[config.mk]
export PLATFORM = sky130hd
export DESIGN_NAME = dcgs_gate_switch
export DESIGN_NICKNAME = d
export VERILOG_FILES = /design/src/hw/dcgs_pkg.sv /design/src/hw/dcgs_gate_switch.sv
export VERILOG_INCLUDE_DIRS = /design/src /design/src/hw
export SDC_FILE = /design/constraint.sdc
export NUM_CORES = 1
export LEC_CHECK = 0
export BUFFER_PORTS_ARGS = -buffer_cell sky130_fd_sc_hd__buf_4
export CORE_UTILIZATION = 24
export DETAILED_ROUTE_END_ITERATION = 10
export GPL_TIMING_DRIVEN = 0
export PLACE_DENSITY_LB_ADDON = 0.08
export SLEW_MARGIN = 20
export SYNTH_ARGS = -nofsm -noshare
export SYNTH_HDL_FRONTEND = slang
export SYNTH_SLANG_ARGS = --single-unit
[constraint.sdc]
create_clock -name clock_i -period 1 [get_ports clock_i]
set_clock_uncertainty 0.15 [all_clocks]
set_input_delay 0.1 -clock clock_i [delete_from_list [all_inputs] [get_ports clock_i]]
set_output_delay 0.1 -clock clock_i [all_outputs]
set_load 0.01 [all_outputs]
[src/hw/dcgs_defines.svh]
`ifndef DCGS_DEFINES_SVH
`define DCGS_DEFINES_SVH
`define DCGS_SYNC_RST 2'h0
`define DCGS_LOCK_RST 1'h1
`endif

[src/hw/dcgs_pkg.sv]
package dcgs_pkg;
  typedef enum logic [1:0] {
    dcgs_locked,
    dcgs_armed
  } dcgs_state_t;
endpackage

[src/hw/dcgs_gate_switch.sv]
`timescale 1ns/1ps
`include "dcgs_defines.svh"
module dcgs_gate_switch
  import dcgs_pkg::*;
(
  input wire logic clock_i,
  input wire logic rst_i,
  input wire logic channel1_safety_input_i,
  input wire logic channel2_safety_input_i,
  input wire logic actuator_detected_i,
  output logic channel1_safety_output_o,
  output logic channel2_safety_output_o,
  output logic actuator_presence_output_o
);
  // pins are asynchronous; two stages before any use
  // trade-off: two clocks of latency buy metastability margin
  logic [1:0] sync_ch1;
  logic [1:0] sync_ch2;
  logic [1:0] sync_act;

  // settled levels: only the second stage of each synchroniser is read
  logic ch1_level;
  logic ch2_level;
  logic act_level;
  logic both_low;

  // two redundant locks, both needed to arm, so a single upset cannot release the outputs
  dcgs_state_t lock_a;
  dcgs_state_t lock_b;
  dcgs_state_t next_lock_a;
  dcgs_state_t next_lock_b;
  logic locks_agree;
  logic armed;

  // registered pin values and their next values
  logic ch1_out;
  logic ch2_out;
  logic presence;

  logic next_ch1_out;
  logic next_ch2_out;
  logic next_presence;

  function automatic logic [1:0] sync_step(
    input logic [1:0] stages,
    input logic pin
  );
    return {stages[0], pin};
  endfunction

  // the pair is compared; a lone low channel never counts as a release
  function automatic logic pair_low(
    input logic level_a,
    input logic level_b
  );
    return !level_a && !level_b;
  endfunction

  // a channel passes only while present and released from the lock
  function automatic logic channel_gate(
    input logic present,
    input logic released,
    input logic level
  );
    return present && released && level;
  endfunction

  // an unused code on either lock reads as disagreement, never as armed
  function automatic logic lock_valid(
    input dcgs_state_t value
  );
    logic ok;
    ok = 1'b0;
    case (value)
      dcgs_locked: begin
        ok = 1'b1;
      end
      dcgs_armed: begin
        ok = 1'b1;
      end
      default: begin
        ok = 1'b0;
      end
    endcase
    return ok;
  endfunction

  // next value of one lock; both locks use the same rule
  function automatic dcgs_state_t lock_step(
    input dcgs_state_t current,
    input logic present,
    input logic low_pair,
    input logic agree
  );
    dcgs_state_t result;
    result = current;
    case (current)
      dcgs_locked: begin
        if (present && low_pair && agree) begin
          result = dcgs_armed;
        end
      end
      dcgs_armed: begin
        // falling together is followed, not latched; actuator loss or lock disagreement relocks
        if (!present || !agree) begin
          result = dcgs_locked;
        end
      end
      default: begin
        result = dcgs_locked;
      end
    endcase
    return result;
  endfunction

  // reset clears both stages so no false level follows reset
  always_ff @(posedge clock_i or posedge rst_i) begin
    if (rst_i) begin
      sync_ch1 <= `DCGS_SYNC_RST;
    end else begin
      sync_ch1 <= sync_step(sync_ch1, channel1_safety_input_i);
    end
  end

  always_ff @(posedge clock_i or posedge rst_i) begin
    if (rst_i) begin
      sync_ch2 <= `DCGS_SYNC_RST;
    end else begin
      sync_ch2 <= sync_step(sync_ch2, channel2_safety_input_i);
    end
  end

  always_ff @(posedge clock_i or posedge rst_i) begin
    if (rst_i) begin
      sync_act <= `DCGS_SYNC_RST;
    end else begin
      sync_act <= sync_step(sync_act, actuator_detected_i);
    end
  end

  assign ch1_level = sync_ch1[1];
  assign ch2_level = sync_ch2[1];
  assign act_level = sync_act[1];

  assign both_low = pair_low(ch1_level, ch2_level);
  // disagreement between the two locks drops both channels
  assign locks_agree = lock_valid(lock_a) && lock_valid(lock_b)
    && (lock_a == lock_b);
  // both locks must say armed; one alone never enables
  assign armed = (lock_a == dcgs_armed) && (lock_b == dcgs_armed);

  always_comb begin
    next_lock_a = lock_step(lock_a, act_level, both_low, locks_agree);
  end

  always_comb begin
    next_lock_b = lock_step(lock_b, act_level, both_low, locks_agree);
  end

  // lock starts set so power-up also needs both inputs low first
  always_ff @(posedge clock_i or posedge rst_i) begin
    if (rst_i) begin
      lock_a <= dcgs_locked;
    end else begin
      lock_a <= next_lock_a;
    end
  end

  always_ff @(posedge clock_i or posedge rst_i) begin
    if (rst_i) begin
      lock_b <= dcgs_locked;
    end else begin
      lock_b <= next_lock_b;
    end
  end

  // limitation: pulses shorter than one clock on a pin may be missed
  // single channel drop only follows low; staggered highs are tolerated
  always_comb begin
    next_presence = act_level;
  end

  always_comb begin
    next_ch1_out = channel_gate(act_level, armed, ch1_level);
  end

  always_comb begin
    next_ch2_out = channel_gate(act_level, armed, ch2_level);
  end

  // registered so the pins never glitch while a lock changes
  always_ff @(posedge clock_i or posedge rst_i) begin
    if (rst_i) begin
      presence <= 1'b0;
    end else begin
      presence <= next_presence;
    end
  end

  always_ff @(posedge clock_i or posedge rst_i) begin
    if (rst_i) begin
      ch1_out <= 1'b0;
    end else begin
      ch1_out <= next_ch1_out;
    end
  end

  always_ff @(posedge clock_i or posedge rst_i) begin
    if (rst_i) begin
      ch2_out <= 1'b0;
    end else begin
      ch2_out <= next_ch2_out;
    end
  end

  // pins are driven straight from flip-flops
  assign channel1_safety_output_o = ch1_out;
  assign channel2_safety_output_o = ch2_out;
  assign actuator_presence_output_o = presence;

endmodule

==> reports/results.txt, run 1 <==
Hold path startpoint = sync_act[0]
Core ar. = 1300 um2
Io pins = 8
Max VDD drop = 0.659 mV
Min-delay worst type = register to register
Post-synth ARST share = 100%
WL met1 = 174 um
Worst setup path category = register to register
Top post-synthesis cells by area = dfrtp_1 81%, and3_2 4.4%, o21a_1 4.4%, nor2b_4 4.1%, ha_1 3.7%
Slowest cell delay on critical path = 410 ps
Chip Height = 39.6 um
Final setup vio count = 4
Clk Latency, worst-skew pair = 260 ps
Share of layout cells above drive strength 1 = 44.4%
Sw power = 181 uW
P&R area growth vs syn = 52.0%
Total GRT Usage = 8.38%
Max clock buf depth = 2
Average size of a mapped cell = 17.8 um2
R2R setup slack = -90 ps
Starting density of the core = 26.1%
WP data arrival = 1140 ps
WL final = 468 um
Int Pwr = 672 uW
Main synth FF type = dfrtp_1
Violated checks = setup timing
Overall power = 853 uW
Hold Crit Depth = 0
Post-Syn Area = 339 um2
Part of the power in registers = 56.1%
Share of the synthesized area in the top cell type = 81.2%
Gr ovfl total = 0
Period utilisation layout = 109%
PD cells = 1660 nW/um2
Initial antenna violation count = 0
Mapped Nets = 25
Fillcell total = 128
CTS tree = yes
Antenna Nets Post-Route = 0
CTS Buf Count = 3
Seq/Total Area, Yosys = 81.2%
Setup TNS = -181 ps
Full die area = 1570 um2
Number of synthesized flops with an enable pin = 0
Vias = 204
Slew headroom = 72.3%
Unique masters post-synth = 7
Met3 Routed Length = 25 um
Unrepaired setup endpoints after global routing = yes
Status = complete, but fails checks
Slew at the pin closest to its max-slew limit = 414 ps
Highest Signal Layer = met3
Post-Layout Cell Count = 51
Post-DR wirelength/cell = 9.18 um
Maximum fanout along the worst path = 2
Final count of hold timing violations = 0
Top-count cell post-synth = dfrtp_1
Crit path max-delay cell type = dfrtp_1
FF+latch count, synth = 11
Diodes inserted = 0
Clock power share = 34.7%
Crit Reg-Reg Endpoint = lock_b[0]
Synth Warn # = 0
First drt pass iteration count = 2
PnR worst setup slack = -87.0 ps
Synth area leader = dfrtp_1
RD Place Congestion = 0.632
Residual DRC = 0
H-tree Lvls = 1
Min Tclk post-route = 1090 ps
Placed instance count = 41
Vias in the first global route = 215
CP cell instances = ha_4 -> nor2b_4 -> o21a_1
Reg2Reg Depth = 3
CP Data Required Time = 1060 ps
F_max = 920 MHz
Crit start category = register
Largest net degree at the start of global routing = 12
Rows = 13
Clk sink count = 11
Clk slew on worst S/H paths = 70 ps
Max-cap violation count = 0
Root Buffer = clkbuf_4
Nets = 43
Sw Ratio = 21.2%
Logic pwr share = 9.2%
First-pass GRT wire length = 772 um
Worst setup EP type = register
Critical R2R Launch = lock_a[0]
Routed vias/inst = 4.00
DIE WIDTH = 39.6 um
Port buffer count = 7
Slew Limit Fails = 0
Static Leak = 0.000255 uW
Hold Path Sink = sync_act[1]
Most common library cells after synthesis = 11 x dfrtp_1, 2 x and3_2, 2 x o21a_1
Mapped Cells = 19
DR iter-0 viols = 1
Wire length on met2 = 268 um
[power groups by stage]
stage          clock network (uW)  registers, uW  logic [uW]
2_1_floorplan                   0            483        30.3
3_3_place_gp                    0            484        50.1
3_5_place_dp                    0            485        51.8
4_1_cts                       312            480        70.2
5_1_grt                       332            481        87.0
6_report                      296            479        78.2
[stage by stage]
| stage | setup slack [ps] | area, um2 | utilization (%) | hold slack, ps |
|---|---|---|---|---|
| detailed placement | -156 | 410 | 31.5 | -29.5 |
| finish | -87.0 | 515 | 39.6 | 201 |
| global placement | -123 | 410 | 31.5 | -40.9 |
| CTS | -106 | 500 | 38.5 | 203 |
| floorplan | -106 | 339 | - | -198 |
| global route | -130 | 515 | 39.6 | 209 |
[flip-flops by register name (all words and copies together), names as in the netlist]
name	count
sync_ch1	2
actuator_presence_output_o	1
channel1_safety_output_o	1
sync_act	2
lock_b	1
channel2_safety_output_o	1
lock_a	1
sync_ch2	2
[routing by layer]
| layer | global-route usage, % | up-vias |
|---|---|---|
| li1 | - | 94 |
| met1 | 6.09 | 102 |
| met2 | 14.3 | 8 |
| met3 | 5.11 | 0 |
| met4 | 7.76 | 0 |
| met5 | 0 | - |
[how the worst max path moves through the flow]
| stage | startpoint | to | slack, ps | depth (start not counted) |
|---|---|---|---|---|
| floorplan | lock_a[0] | lock_a[0] | -110 | 3 |
| global placement | lock_a[0] | lock_b[0] | -120 | 3 |
| detailed placement | lock_a[0] | lock_b[0] | -160 | 3 |
| CTS | lock_a[0] | lock_b[0] | -110 | 3 |
| global route | lock_a[0] | lock_b[0] | -130 | 3 |
| finish | lock_a[0] | lock_b[0] | -90 | 3 |
[logic make-up after synthesis]
logic type	share of synthesized area (%)
AOI/OAI and AO/OA	4.43
adders and majority gates	3.69
buffers and inverters	1.11
DFF	81.2
and+or+nand+nor	9.59
[what timing repair did]
| item | in CTS | in global routing |
|---|---|---|
| setup buffers | 0 | 2 |
| endpoints found under the setup margin | 7 | 7 |
| hold endpoints to repair | 14 | 0 |
| hold buffers | 4 | 0 |
| gates resized for setup | 4 | 0 |
[layout make-up]
class / instances / area [um2] / share of cell area [%]
Multi-Input combinational cell: 7 / 72.6 / 14.1
Tap cell: 15 / 18.8 / 3.64
Timing Repair Buffer: 13 / 119 / 23.1
Clock buffer: 4 / 26.3 / 5.10
Sequential cell: 11 / 275 / 53.4
Inverter: 1 / 3.75 / 0.728
[worst max-delay path, delay by kind of cell (launching register included)]
kind                       cells  cell delay (ps)
adders and majority gates      1              250
and+or+nand+nor                1              100
DFF                            1              410
AOI/OAI and AO/OA              1              120
[cell usage in the layout, fill, tap and decap left out]
cell,Yosys,final
dfrtp_1,11,11
buf_4,0,6
clkbuf_4,0,3
inv_1,1,1
nor2_1,1,1
o21a_1,2,2
and3_2,2,2
dlygate4sd3_1,0,4
nor2b_4,1,1
clkbuf_1,0,1
ha_4,0,1
buf_6,0,3
(Power assumes the default switching activity.)
==> inputs of run 2 (changes only) <==
Settings changed: SETUP_SLACK_MARGIN set to 0.2.
==> reports/results.txt, run 2 (synthesized netlist as in run 1, its figures left out) <==
CTS tree = yes
Placed Instance Area = 417 um2
Min-delay worst type = primary input to async pin
Max VDD drop = 0.692 mV
F_max = 916 MHz
First drt pass iteration count = 1
Vias = 193
Violated checks = hold timing, setup timing
Diodes inserted = 0
Clk slew on worst S/H paths = 70 ps
Post-route cell area = 502 um2
Io pins = 8
Core Util, Final = 38.6%
Maximum fanout along the worst path = 2
Placed instance count = 41
Max clock buf depth = 2
RD Place Congestion = 0.643
Static Leak = 0.000244 uW
Slew headroom = 72.9%
Share of layout cells above drive strength 1 = 44.1%
Slew at the pin closest to its max-slew limit = 406 ps
Chip Height = 39.6 um
Worst Hold Slack = -325 ps
PD cells = 1670 nW/um2
Max-cap violation count = 0
Slew Limit Fails = 0
Hold buffer count at cts = 3
Clk Latency, worst-skew pair = 260 ps
CTS Buf Count = 3
Full die area = 1570 um2
Regs by FF count = sync_act: 2 flops, sync_ch1: 2 flops, sync_ch2: 2 flops
Nets = 41
Worst setup path category = register to register
Crit start category = register
Setup TNS = -180 ps
Period utilisation layout = 109%
Clk sink count = 11
Worst setup EP type = register
Gr ovfl total = 0
Starting density of the core = 26.1%
Vias in the first global route = 178
DP Worst Slack = -116 ps
WL final = 448 um
First-pass GRT wire length = 683 um
Rows = 13
PnR worst setup slack = -91.2 ps
CP Data Required Time = 1050 ps
Status = complete, but fails checks
Routed vias/inst = 3.94
WP data arrival = 1140 ps
Largest net degree at the start of global routing = 12
Residual DRC = 0
Most frequent cells in the layout = 11 x dfrtp_1, 5 x buf_4, 3 x clkbuf_4, 3 x dlygate4sd3_1, 3 x buf_6
P&R area growth vs syn = 48.0%
Port buffer count = 7
Root Buffer = clkbuf_4
Unrepaired setup endpoints after global routing = yes
Core ar. = 1300 um2
Post-Layout Cell Count = 49
Initial antenna violation count = 0
Total GRT Usage = 6.83%
DIE WIDTH = 39.6 um
H-tree Lvls = 1
Final setup vio count = 2
Final count of hold timing violations = 11
Fillcell total = 127
DR iter-0 viols = 0
Post-DR wirelength/cell = 9.14 um
Min Tclk post-route = 1090 ps
Antenna Nets Post-Route = 0
Most common cell after layout, fill and taps aside = dfrtp_1
==> run 2: per-stage QoR <==
stage,hold slack (ps),total power (uW)
floorplan,-198,515
CTS,-317,855
finish,-325,839
global route,-290,879
global placement,-41.4,536
detailed placement,-28.5,539
==> run 2: path summary, 6_finish.rpt <==
check,startpoint,to,slack (ps),cells past startpoint
worst min register to register,sync_act[0],sync_act[1],200,0
worst max-delay path,lock_a[0],lock_b[0],-90,3
max in group asynchronous,rst_i,lock_a[0],740,2
min in group clock_i,sync_act[0],sync_act[1],200,0
worst min-delay path,rst_i,actuator_presence_output_o,-320,2
worst max register to register,lock_a[0],lock_b[0],-90,3
==> run 2: final cells by class <==
type | instances | area (um2) | share of cell area (%)
flip-flops and latches | 11 | 275 | 54.9
repair buffers | 11 | 101 | 20.2
multi-input cells | 7 | 76.3 | 15.2
clock buffers | 4 | 26.3 | 5.24
well taps | 15 | 18.8 | 3.74
inverters | 1 | 3.75 | 0.748
==> run 2: critical path, cell delays in order, from the launching register on <==
cell and delay [ps]:
dfrtp_1 410, ha_4 250, nor2b_4 100, o21a_1 120
==> run 2: what timing repair did <==
item | 4_1_cts | 5_1_grt
buffers inserted | 0 | 1
pin swaps | 1 | 1
gates resized for setup | 4 | 0
endpoints found under the setup margin | 7 | 7
endpoints found under the hold margin | 14 | 11
==> run 2: report_power, final <==
part | leakage [uW] | internal, uW | switching (uW)
registers | 0.000136 | 466 | 13.0
clock network | 0.0000150 | 154 | 135
logic | 0.0000931 | 45.8 | 25.4
total | 0.000244 | 666 | 173
==> run 2: routing by layer <==
metal / track usage (%) / vias to the layer above / share of wire [%]
li1: - / 90 / -
met1: 7.89 / 95 / 43
met2: 10.7 / 8 / 52
met3: 1.70 / 0 / 4.7
met5: 0 / - / 0
met4: 5.17 / 0 / 0
==> inputs of run 3 (changes only) <==
Settings changed: CELL_PAD_IN_SITES_DETAIL_PLACEMENT set to 1, CELL_PAD_IN_SITES_GLOBAL_PLACEMENT set to 1, SKIP_CTS_REPAIR_TIMING set to 1.
==> reports/results.txt, run 3 (synthesized netlist as in run 1, its figures left out) <==
Slowest cell delay on critical path = 410 ps
Min-delay worst type = primary input to async pin
CTS tree = yes
Core ar. = 1300 um2
Post-DR wirelength/cell = 9.44 um
Worst Hold Slack = -333 ps
Vias in the first global route = 161
CP cell instances = ha_4 -> nor2b_4 -> o21a_1
Antenna Nets Post-Route = 0
RD Place Congestion = 0.597
Starting density of the core = 26.1%
Fillcell total = 136
DIE WIDTH = 39.6 um
Crit path launch = lock_a[0]
Rows = 13
WL final = 453 um
Max-cap violation count = 0
Violated checks = hold timing, setup timing
First drt pass iteration count = 2
First-pass GRT wire length = 648 um
H-tree Lvls = 1
WP data arrival = 1150 ps
Max clock buf depth = 2
Clk sink count = 11
F_max = 916 MHz
Max VDD drop = 0.773 mV
Maximum fanout along the worst path = 2
Residual DRC = 0
Worst Setup EP = lock_a[0]
Vias = 193
DR iter-0 viols = 2
Core Util, Final = 38.1%
Nets = 40
Diodes inserted = 0
Worst setup path category = register to register
Io pins = 8
R2R setup slack = -90 ps
Chip Height = 39.6 um
Status = complete, but fails checks
Clk Latency, worst-skew pair = 260 ps
Most frequent cells in the layout = 11 x dfrtp_1, 4 x buf_4, 3 x clkbuf_4, 3 x dlygate4sd3_1, 3 x buf_6
Gr ovfl total = 0
Port buffer count = 7
Static Leak = 0.000242 uW
Regs by FF count = sync_act: 2 flops, sync_ch1: 2 flops, sync_ch2: 2 flops
Final count of hold timing violations = 11
Full die area = 1570 um2
Slew Limit Fails = 0
Min Tclk post-route = 1090 ps
Period utilisation layout = 109%
Storage cell area = 275 um2
Crit Reg-Reg Endpoint = lock_a[0]
CP Data Required Time = 1060 ps
Largest net degree at the start of global routing = 12
Clk slew on worst S/H paths = 70 ps
Crit start category = register
Share of layout cells above drive strength 1 = 45.5%
Routed vias/inst = 4.02
Initial antenna violation count = 0
Reg2Reg Depth = 3
Final setup vio count = 6
CTS Buf Count = 3
Critical R2R Launch = lock_a[0]
Multi-input logic area = 76.3 um2
PD cells = 1700 nW/um2
Slew at the pin closest to its max-slew limit = 401 ps
P&R area growth vs syn = 46.1%
Root Buffer = clkbuf_4
Total GRT Usage = 7.29%
Most common cell after layout, fill and taps aside = dfrtp_1
Crit path max-delay cell type = dfrtp_1
Unrepaired setup endpoints after global routing = yes
PnR worst setup slack = -91.2 ps
Worst setup EP type = register
Slew headroom = 73.2%
## run 3: changes by cell type in the layout (fill, tap and decap cells not counted), sizes merged
| cell | before | now |
|---|---|---|
| clkbuf | 4 | 3 |
| buf | 8 | 7 |
| clkinv | 0 | 1 |
## run 3: area by class of cell
| class | count | share of cell area (%) |
|---|---|---|
| inverter | 1 | 0.758 |
| clock buffer | 3 | 4.55 |
| tap | 15 | 3.79 |
| clock inverter | 1 | 1.01 |
| timing repair buffer | 10 | 18.9 |
| sequential | 11 | 55.6 |
| multi-input combinational | 7 | 15.4 |
## run 3: worst min path at each step
stage | to | slack [ps]
floorplan | actuator_presence_output_o | -200
global placement | channel2_safety_output_o | -40
detailed placement | channel2_safety_output_o | -30
CTS | sync_ch2[1] | -330
global route | sync_ch2[0] | -320
finish | sync_act[0] | -330
## run 3: worst max-delay path, delay by kind of cell (launching register included)
family	cells	cell delay (ps)
AOI/OAI and AO/OA	1	110
DFF	1	410
adders and majority gates	1	250
and+or+nand+nor	1	100
## run 3: through the flow
step	power, uW	setup WS [ps]	setup TNS, ps	cell area [um2]	std cells
5_1_grt	892	-119	-376	495	48
2_1_floorplan	515	-82.6	-165	345	19
4_1_cts	845	-121	-323	444	45
3_3_place_gp	536	-94.2	-188	417	41
3_5_place_dp	539	-108	-214	417	41
6_report	841	-91.2	-197	495	48
## run 3: power breakdown
group	total (uW)	internal, uW	switching (uW)
sequential	480	466	13.6
combinational	65.7	41.6	24.1
clock	296	148	148
total	841	656	186
## run 3: metal layers
layer / part of all wire (%) / track usage [%] / wire [um] / up-vias
li1: - / - / - / 90
met1: 40 / 5.34 / 182 / 95
met2: 53 / 11.5 / 241 / 8
met3: 6.4 / 6.82 / 29 / 0
met4: 0 / 5.17 / 0 / 0
met5: 0 / 0 / 0 / -
